[src/logic/owfs_defines.vh]
// constants for the offset, warm-up and fake-measurement sequencer
`ifndef OWFS_DEFINES_VH
`define OWFS_DEFINES_VH

`define OWFS_ADDR_CFG0      4'h0
`define OWFS_ADDR_CFG2      4'h2
`define OWFS_ADDR_CTRL      4'h4
`define OWFS_ADDR_STAT      4'h5
`define OWFS_ADDR_IRQ_STAT  4'h6
`define OWFS_ADDR_IRQ_MASK  4'h7
`define OWFS_ADDR_OFFSET    4'h8

`define OWFS_CFG0_SUBOFS    7
`define OWFS_CFG0_SINGLE    6
`define OWFS_CFG0_DOUBLE    5
`define OWFS_CFG0_WU_LO     0
`define OWFS_CFG0_WU_HI     2
`define OWFS_CFG2_AVG_LO    4
`define OWFS_CFG2_AVG_HI    6
`define OWFS_CFG2_FAKE_LO   0
`define OWFS_CFG2_FAKE_HI   1
`define OWFS_CFG2_SPD1_LO   8
`define OWFS_CFG2_SPD2_LO   10

`define OWFS_STAT_ERR_DSP   19

`define OWFS_CFG0_RST       8'h00
`define OWFS_CFG2_RST       12'h500

`define OWFS_CTRL_INIT      0
`define OWFS_CTRL_START     1

`define OWFS_IRQ_DONE       0
`define OWFS_IRQ_ERR        1

`define OWFS_MEAS_CYCLES    16'h0040
`endif

[src/logic/owfs_sequencer.v]
// measurement sequencer: warm-up, fake measurements, auto offset, result path
// Functional notes
// - with subtract-enable set, compute offset after init and subtract from results
// - offset averages 2^n measurements, n from 3-bit field
// - single mode with subtraction raises no interrupt per offset measurement
// - warm-up dummies run only after init command or reset
// - warm-up code 0 none, 1 gives 16, doubling to 1024 at 7
// - both arithmetic units reset to speed setting 1
// - after reset run fake measurements without post-processing
// - both units contending for ram sets processing-error flag bit 19
// - fake field codes 0..3 insert 0, 1, 2, 4 measurements
// - single mode stops after each measurement until next start
//
// Implementation choices: the address map and the address-and-strobe port.
`timescale 1ns/1ps
`include "owfs_defines.vh"
module owfs_sequencer (
    input  wire        clock_i,
    input  wire        rst_i,
    input  wire [3:0]  addr_i,
    input  wire [31:0] wdata_i,
    input  wire        wr_i,
    input  wire        rd_i,
    input  wire [23:0] raw_result_i,
    output reg  [31:0] rdata_o,
    output reg  [23:0] result_o,
    output reg         result_valid_o,
    output reg         irq_o
);
    localparam ST_IDLE  = 3'd0;
    localparam ST_WARM  = 3'd1;
    localparam ST_FAKE  = 3'd2;
    localparam ST_OFS   = 3'd3;
    localparam ST_RUN   = 3'd4;
    localparam ST_WAIT  = 3'd5;

    ////////////////////////////////////////////////////////////////////////
    reg [7:0]  cfg0_r;
    reg [11:0] cfg2_r;
    reg [2:0]  state_r;
    reg [2:0]  ret_r;
    reg [15:0] cyc_r;
    reg [10:0] cnt_r;
    reg [31:0] acc_r;
    reg [23:0] offset_r;
    reg        ofs_valid_r;
    reg        err_dsp_r;
    reg [1:0]  irq_stat_r;
    reg [1:0]  irq_mask_r;
    reg        start_pend_r;
    reg        meas_end_r;
    reg        post_r;
    reg        meas_ofs_r;

    wire       init_cmd  = wr_i && addr_i == `OWFS_ADDR_CTRL && wdata_i[`OWFS_CTRL_INIT];
    wire       start_cmd = wr_i && addr_i == `OWFS_ADDR_CTRL && wdata_i[`OWFS_CTRL_START];
    wire       single    = cfg0_r[`OWFS_CFG0_SINGLE];
    wire       sub_ofs   = cfg0_r[`OWFS_CFG0_SUBOFS];
    wire [2:0] wu_code   = cfg0_r[`OWFS_CFG0_WU_HI:`OWFS_CFG0_WU_LO];
    wire [2:0] avg_code  = cfg2_r[`OWFS_CFG2_AVG_HI:`OWFS_CFG2_AVG_LO];
    wire [1:0] fake_code = cfg2_r[`OWFS_CFG2_FAKE_HI:`OWFS_CFG2_FAKE_LO];
    wire [10:0] wu_num   = (wu_code == 3'd0) ? 11'd0 : (11'd8 << wu_code);
    wire [10:0] fake_num = (fake_code == 2'd3) ? 11'd4 : {9'd0, fake_code};
    wire [10:0] avg_num  = 11'd1 << avg_code;
    wire       cyc_end   = cyc_r == 16'h0000;
    wire [31:0] ofs_sum  = acc_r + {8'h0, raw_result_i};
    wire [31:0] ofs_mean = ofs_sum >> avg_code;
    // offset runs are tagged when they end; state has moved on by the time results leave
    wire       real_done = meas_end_r && !meas_ofs_r;
    wire       au1_req;
    wire       au2_req;

    ////////////////////////////////////////////////////////////////////////
    // both units read and write the same ram when they finish
    owfs_arith_unit u_au1 (
        .clock_i   (clock_i),
        .rst_i     (rst_i),
        .start_i   (meas_end_r & post_r),
        .speed_i   (cfg2_r[`OWFS_CFG2_SPD1_LO+1:`OWFS_CFG2_SPD1_LO]),
        .ram_req_o (au1_req),
        .done_o    ()
    );
    owfs_arith_unit u_au2 (
        .clock_i   (clock_i),
        .rst_i     (rst_i),
        .start_i   (meas_end_r & post_r),
        .speed_i   (cfg2_r[`OWFS_CFG2_SPD2_LO+1:`OWFS_CFG2_SPD2_LO]),
        .ram_req_o (au2_req),
        .done_o    ()
    );

    ////////////////////////////////////////////////////////////////////////
    always @(posedge clock_i) begin
        if (rst_i) begin
            cfg0_r     <= `OWFS_CFG0_RST;
            cfg2_r     <= `OWFS_CFG2_RST;
            irq_mask_r <= 2'h0;
        end else if (wr_i) begin
            case (addr_i)
                `OWFS_ADDR_CFG0:     cfg0_r     <= wdata_i[7:0];
                `OWFS_ADDR_CFG2:     cfg2_r     <= wdata_i[11:0];
                `OWFS_ADDR_IRQ_MASK: irq_mask_r <= wdata_i[1:0];
                default:             cfg0_r     <= cfg0_r;
            endcase
        end
    end

    always @(posedge clock_i) begin
        if (rst_i) begin
            rdata_o <= 32'h0;
        end else if (rd_i) begin
            case (addr_i)
                `OWFS_ADDR_CFG0:     rdata_o <= {24'h0, cfg0_r};
                `OWFS_ADDR_CFG2:     rdata_o <= {20'h0, cfg2_r};
                `OWFS_ADDR_STAT:     rdata_o <= {12'h0, err_dsp_r, 7'h0, ofs_valid_r, 8'h0, state_r};
                `OWFS_ADDR_IRQ_STAT: rdata_o <= {30'h0, irq_stat_r};
                `OWFS_ADDR_IRQ_MASK: rdata_o <= {30'h0, irq_mask_r};
                `OWFS_ADDR_OFFSET:   rdata_o <= {8'h0, offset_r};
                default:             rdata_o <= 32'h0;
            endcase
        end else begin
            rdata_o <= 32'h0;
        end
    end

    ////////////////////////////////////////////////////////////////////////
    // sequencer; one measurement lasts a fixed number of clocks
    always @(posedge clock_i) begin
        if (rst_i) begin
            state_r      <= ST_WARM;
            ret_r        <= ST_IDLE;
            cyc_r        <= `OWFS_MEAS_CYCLES;
            cnt_r        <= 11'd0;
            acc_r        <= 32'h0;
            offset_r     <= 24'h0;
            ofs_valid_r  <= 1'b0;
            start_pend_r <= 1'b0;
            meas_end_r   <= 1'b0;
            post_r       <= 1'b0;
            meas_ofs_r   <= 1'b0;
        end else begin
            meas_end_r <= 1'b0;
            if (start_cmd)
                start_pend_r <= 1'b1;
            if (init_cmd) begin
                state_r      <= ST_WARM;
                cyc_r        <= `OWFS_MEAS_CYCLES;
                cnt_r        <= 11'd0;
                acc_r        <= 32'h0;
                offset_r     <= 24'h0;
                ofs_valid_r  <= 1'b0;
                start_pend_r <= 1'b0;
            end else begin
                case (state_r)
                    ST_WARM: begin
                        if (cnt_r >= wu_num) begin
                            state_r <= ST_FAKE;
                            cnt_r   <= 11'd0;
                        end else if (cyc_end) begin
                            cnt_r <= cnt_r + 11'd1;
                            cyc_r <= `OWFS_MEAS_CYCLES;
                        end else begin
                            cyc_r <= cyc_r - 16'h0001;
                        end
                    end
                    ST_FAKE: begin
                        if (cnt_r >= fake_num) begin
                            state_r <= sub_ofs ? ST_OFS : ST_RUN;
                            cnt_r   <= 11'd0;
                            acc_r   <= 32'h0;
                        end else if (cyc_end) begin
                            cnt_r <= cnt_r + 11'd1;
                            cyc_r <= `OWFS_MEAS_CYCLES;
                        end else begin
                            cyc_r <= cyc_r - 16'h0001;
                        end
                    end
                    ST_OFS, ST_RUN: begin
                        if (single && !start_pend_r) begin
                            cyc_r <= `OWFS_MEAS_CYCLES;
                        end else if (cyc_end) begin
                            cyc_r        <= `OWFS_MEAS_CYCLES;
                            start_pend_r <= 1'b0;
                            meas_end_r   <= 1'b1;
                            post_r       <= 1'b1;
                            meas_ofs_r   <= state_r == ST_OFS;
                            if (state_r == ST_OFS) begin
                                acc_r <= ofs_sum;
                                cnt_r <= cnt_r + 11'd1;
                                if (cnt_r + 11'd1 == avg_num) begin
                                    offset_r    <= ofs_mean[23:0];
                                    ofs_valid_r <= 1'b1;
                                    state_r     <= ST_RUN;
                                end
                            end
                            if (single) begin
                                ret_r   <= (state_r == ST_OFS && cnt_r + 11'd1 != avg_num) ? ST_OFS : ST_RUN;
                                state_r <= ST_WAIT;
                            end
                        end else begin
                            cyc_r <= cyc_r - 16'h0001;
                        end
                    end
                    ST_WAIT: begin
                        state_r <= ret_r;
                    end
                    default: state_r <= ST_IDLE;
                endcase
            end
        end
    end

    ////////////////////////////////////////////////////////////////////////
    // result output; offset measurements load result_o but give no valid pulse and no interrupt
    always @(posedge clock_i) begin
        if (rst_i) begin
            result_o       <= 24'h0;
            result_valid_o <= 1'b0;
        end else begin
            result_valid_o <= real_done;
            if (meas_end_r)
                result_o <= ofs_valid_r && sub_ofs ? raw_result_i - offset_r : raw_result_i;
        end
    end

    ////////////////////////////////////////////////////////////////////////
    // set wins over write-one-clear
    always @(posedge clock_i) begin
        if (rst_i) begin
            err_dsp_r  <= 1'b0;
            irq_stat_r <= 2'h0;
            irq_o      <= 1'b0;
        end else begin
            if (au1_req && au2_req)
                err_dsp_r <= 1'b1;
            else if (init_cmd)
                err_dsp_r <= 1'b0;
            irq_stat_r[`OWFS_IRQ_DONE] <= real_done
                || (irq_stat_r[`OWFS_IRQ_DONE]
                && !(wr_i && addr_i == `OWFS_ADDR_IRQ_STAT && wdata_i[`OWFS_IRQ_DONE]));
            irq_stat_r[`OWFS_IRQ_ERR] <= (au1_req && au2_req)
                || (irq_stat_r[`OWFS_IRQ_ERR]
                && !(wr_i && addr_i == `OWFS_ADDR_IRQ_STAT && wdata_i[`OWFS_IRQ_ERR]));
            irq_o <= |(irq_stat_r & irq_mask_r);
        end
    end
endmodule // owfs_sequencer

[src/logic/owfs_arith_unit.v]
// one arithmetic unit: busy for a speed-dependent time, then claims the shared ram
`timescale 1ns/1ps
module owfs_arith_unit (
    input  wire        clock_i,
    input  wire        rst_i,
    input  wire        start_i,
    input  wire [1:0]  speed_i,
    output reg         ram_req_o,
    output reg         done_o
);
    reg [7:0] cnt_r;
    reg       busy_r;
    // higher speed settings only stretch the run time
    wire [7:0] run_len = 8'h10 + {4'h0, speed_i, 2'h0};

    always @(posedge clock_i) begin
        if (rst_i) begin
            cnt_r     <= 8'h00;
            busy_r    <= 1'b0;
            ram_req_o <= 1'b0;
            done_o    <= 1'b0;
        end else begin
            done_o    <= 1'b0;
            ram_req_o <= 1'b0;
            if (start_i) begin
                busy_r <= 1'b1;
                cnt_r  <= run_len;
            end else if (busy_r) begin
                if (cnt_r == 8'h00) begin
                    busy_r    <= 1'b0;
                    done_o    <= 1'b1;
                    ram_req_o <= 1'b1;
                end else begin
                    cnt_r <= cnt_r - 8'h01;
                end
            end
        end
    end
endmodule // owfs_arith_unit

[config.mk]
export PLATFORM = sky130hd
export DESIGN_NAME = owfs_sequencer
export DESIGN_NICKNAME = d
export VERILOG_FILES = /design/src/logic/owfs_sequencer.v /design/src/logic/owfs_arith_unit.v
export VERILOG_INCLUDE_DIRS = /design/src /design/src/logic
export SDC_FILE = /design/constraint.sdc
export NUM_CORES = 1
export LEC_CHECK = 0
export BUFFER_PORTS_ARGS = -buffer_cell sky130_fd_sc_hd__buf_4
export CAP_MARGIN = 20
export CORE_UTILIZATION = 35
export CTS_CLUSTER_DIAMETER = 80
export DETAILED_ROUTE_END_ITERATION = 10
export GPL_ROUTABILITY_DRIVEN = 1
export SETUP_SLACK_MARGIN = 0.3
export SYNTH_ARGS = -nofsm -noshare
export SYNTH_HDL_FRONTEND = slang
export SYNTH_SLANG_ARGS = --single-unit
export TNS_END_PERCENT = 100
[constraint.sdc]
create_clock -name clock_i -period 3.4 [get_ports clock_i]
set_input_delay 0 -clock clock_i [delete_from_list [all_inputs] [get_ports clock_i]]
set_output_delay 0 -clock clock_i [all_outputs]
set_load 0.05 [all_outputs]
==> flow_metrics.env <==
export IMPL_cts_max_path_buffers=2
export IMPL_dpl_instance_area_um2=13000
export IMPL_critPathRequiredTime_ns=3.74
export IMPL_yosys_area_share_adder_pct=7.18
export IMPL_ant_nets=0
export IMPL_start_kind="flop"
export IMPL_numCtsBuffers=17
export IMPL_synthToLayoutAreaGrowth_pct=23.6
export IMPL_max_cap_violations=0
export IMPL_yosys_area_share_simple_pct=23.5
export IMPL_synthDistinctLibCells=83
export IMPL_die_w_um=185
export IMPL_crit_path_end_kind="flop"
export IMPL_fmax_mhz=325
export IMPL_drc=0
export IMPL_fillers=3245
export IMPL_start_util_pct=35.8
export IMPL_htreeDepth=4
export IMPL_hold_path_class="input pin to flop"
export IMPL_rows=66
export IMPL_gp_congestion=0.877
export IMPL_worstMarginPinSlew_ns=1.04
export IMPL_finClkSkew_ns=0.00849
export IMPL_syn_avg_cell_area_um2=7.87
export IMPL_grt_pass1_wl_um=56200
export IMPL_cts_sinks=187
export IMPL_worst_r2r_endpoint="offset_r[22]$_SDFFE_PP0P_"
export IMPL_num_vias=11300
export IMPL_setup_worst_path_class="flop to flop"
export IMPL_synth_compound_area_share_pct=22.4
export IMPL_yosysMostFrequentCell="dfxtp_1"
export IMPL_drive_above_1_share_pct=18.0
export IMPL_die_h_um=185
export IMPL_p_per_area_nw_per_um2=433
export IMPL_tns_ns=0
export IMPL_rsz0062_at_grt="true"
export IMPL_finalSetupViolations=0
export IMPL_grt_pass1_vias=10600
export IMPL_synth_top_family_by_area="simple AND/OR/NAND/NOR gates"
export IMPL_yosysWarnings=0
export IMPL_async_reset_ff_share_pct=0
export IMPL_antenna_found_initial=0
export IMPL_ys_seq_elements=187
export IMPL_synth_common_cells="187 x dfxtp_1, 165 x nand2_1, 163 x nor2_1"
export IMPL_whs_ns=0.0174
export IMPL_fp_coreArea_um2=32700
export IMPL_yosys_area_top_type="dfxtp_1"
export IMPL_vias_per_cell=5.47
export IMPL_fin_crit_ns=3.08
export IMPL_dp_hpwl_um=26100
export IMPL_syn_area_um2=11700
export IMPL_drtPass1Iterations=6
export IMPL_cp_max_fo=5
export IMPL_synth_top_area_share_pct=32.0
export IMPL_io_pins=122
export IMPL_crit_end="offset_r[22]$_SDFFE_PP0P_"
export IMPL_final_core_util_pct=44.2
export IMPL_wirelength_um=35700
export IMPL_r2r_cells=11
export IMPL_power_leakage_nw=5.50
export IMPL_grt_max_degree=55
export IMPL_drtIter0Drc=807
export IMPL_synthMuxAreaShare_pct=3.86
export IMPL_cts_tree="done"
export IMPL_root_buffer="clkbuf_16"
export IMPL_clkSlewWorstSetupHoldPaths_ns=0.07
export IMPL_yosys_area_share_xor_xnor_pct=5.83
export IMPL_yosysSeqAreaShare_pct=32.0
export IMPL_antenna_cells=0
export IMPL_status="complete, no violations"
export IMPL_slew_headroom_pct=30.5
export IMPL_crit_arrival_ns=3.41
export IMPL_yosys_top_cells_area="dfxtp_1 32%, ha_1 6.8%, a21oi_1 5.7%"
export IMPL_synth_cells=1488
export IMPL_dieArea_um2=34200
export IMPL_fin_crit_sh_pct=90.5
export IMPL_hold_viol_final=0
export IMPL_insertion_delay_ns=0.44
export IMPL_routedWlPerCell_um=17.2
export IMPL_startpoint="acc_r[14]$_SDFFE_PP0P_"
export IMPL_drv_slew=0
export IMPL_ys_flop_type="dfxtp_1"
export IMPL_r2r_start="acc_r[14]$_SDFFE_PP0P_"
export IMPL_grt_ovfl_total=0
export IMPL_r2r_slack_ns=0.32
export IMPL_finish_net_count=1751
export IMPL_io_buffers=93
export IMPL_final_area_um2=14500
export IMPL_ir_drop_v=0.000292
export IMPL_synth_edff_count=0
export IMPL_place_inst=1992
export IMPL_grt_use_total_pct=20.9
export IMPL_stdcell_count=2074
==> routing by layer <==
metal,GRT usage [%],vias up,share of wire (%)
met4,6.64,0,2.3
met3,3.38,51,5.2
met1,27.8,5386,46
li1,-,5580,-
met2,34.1,324,46
met5,0,-,0
==> worst max-delay path, cell delays in order (launching register included) <==
cell and delay, ns:
dfxtp_1 0.35, ha_4 0.19, a21o_1 0.19, or4_4 0.48, a221o_1 0.40, a311oi_4 0.34, buf_4 0.19, a21oi_2 0.08
xnor2_2 0.15, mux2i_1 0.17, a211oi_2 0.10, a2111oi_2 0.32
==> through the flow <==
| step | setup WS (ns) | power [W] |
|---|---|---|
| 6_report | 0.322 | 0.00627 |
| 5_1_grt | 0.214 | 0.00660 |
| 4_1_cts | 0.295 | 0.00617 |
| 3_5_place_dp | 0.0934 | 0.00406 |
| 3_3_place_gp | 0.189 | 0.00404 |
| 2_1_floorplan | 0.305 | 0.00358 |
==> layout make-up <==
cell class                      instances  area [um2]  area share (%)
Tap cell                              442         553            3.82
Sequential cell                       187        3750            25.9
Clock buffer                           20         467            3.23
Clock inverter                         10         126           0.873
Multi-Input combinational cell       1160        7780            53.8
Inverter                               57         214            1.48
Timing Repair Buffer                  198        1580            10.9
==> cell families after synthesis <==
| family | after synthesis |
|---|---|
| AO/OA/AOI/OAI | 399 |
| flip-flops | 187 |
| buffers and inverters | 148 |
| adder cells (fa/ha/maj) | 66 |
| AND/OR/NAND/NOR | 572 |
| multiplexers | 37 |
| other | 1 |
| XOR/XNOR | 78 |
==> report_power, final <==
| part | total (W) | leakage [nW] | switching (W) | internal (W) |
|---|---|---|---|---|
| Combinational | 0.00176 | 3.69 | 0.00106 | 0.000698 |
| Clock | 0.00207 | 0.295 | 0.000920 | 0.00115 |
| Sequential | 0.00244 | 1.51 | 0.000141 | 0.00230 |
| Total | 0.00627 | 5.50 | 0.00212 | 0.00414 |
==> how the worst min path moves through the flow <==
stage	start	end	depth (start not counted)
2_1_floorplan	wdata_i[10]	cfg2_r[10]$_SDFFE_PP1P_	2
3_3_place_gp	wdata_i[8]	cfg2_r[8]$_SDFFE_PP1P_	3
3_5_place_dp	wdata_i[8]	cfg2_r[8]$_SDFFE_PP1P_	3
4_1_cts	addr_i[1]	start_pend_r$_SDFF_PP0_	4
5_1_grt	addr_i[1]	irq_stat_r[0]$_SDFF_PP0_	4
6_report	addr_i[1]	start_pend_r$_SDFF_PP0_	4
==> state kept, by name, indices dropped and copies added (netlist names), 2 cells and up <==
signal	count
acc_r	31
u_au1.cnt_r	8
cyc_r	16
state_r	3
cfg0_r	8
ret_r	2
rdata_o	24
irq_mask_r	2
offset_r	24
result_o	24
cfg2_r	12
irq_stat_r	2
cnt_r	11
u_au2.cnt_r	8
==> cells in the final DEF (no fill, tap or decap), types with 9 or more instances in the layout <==
cell and n:
ha_1 55, or3_1 10, o211ai_1 9, a22oi_1 23, nand2b_1 28, nand2_1 163, a211oi_1 22, a21o_1 15
nand3_1 46, and2_1 20, nand4_1 9, a31oi_1 13, o21ai_0 60, a21oi_1 124, buf_4 162, o21a_1 9
xor2_1 26, nor3_1 31, xnor2_1 47, a311oi_1 27, dfxtp_1 181, nor2b_1 19, and3_1 18, inv_1 56
dlygate4sd3_1 36, nand3b_1 18, clkbuf_16 17, nor2_1 163, mux2i_1 25
==> repair_timing <==
item / 4_1_cts / 5_1_grt
endpoints found under the hold margin: 46 / 0
gates resized for setup: 13 / 67
buffers inserted: 6 / 10
setup endpoints to repair: 11 / 49
pin swaps: 10 / 20
hold buffers: 36 / 0
Power figures use the tool's default switching activity.
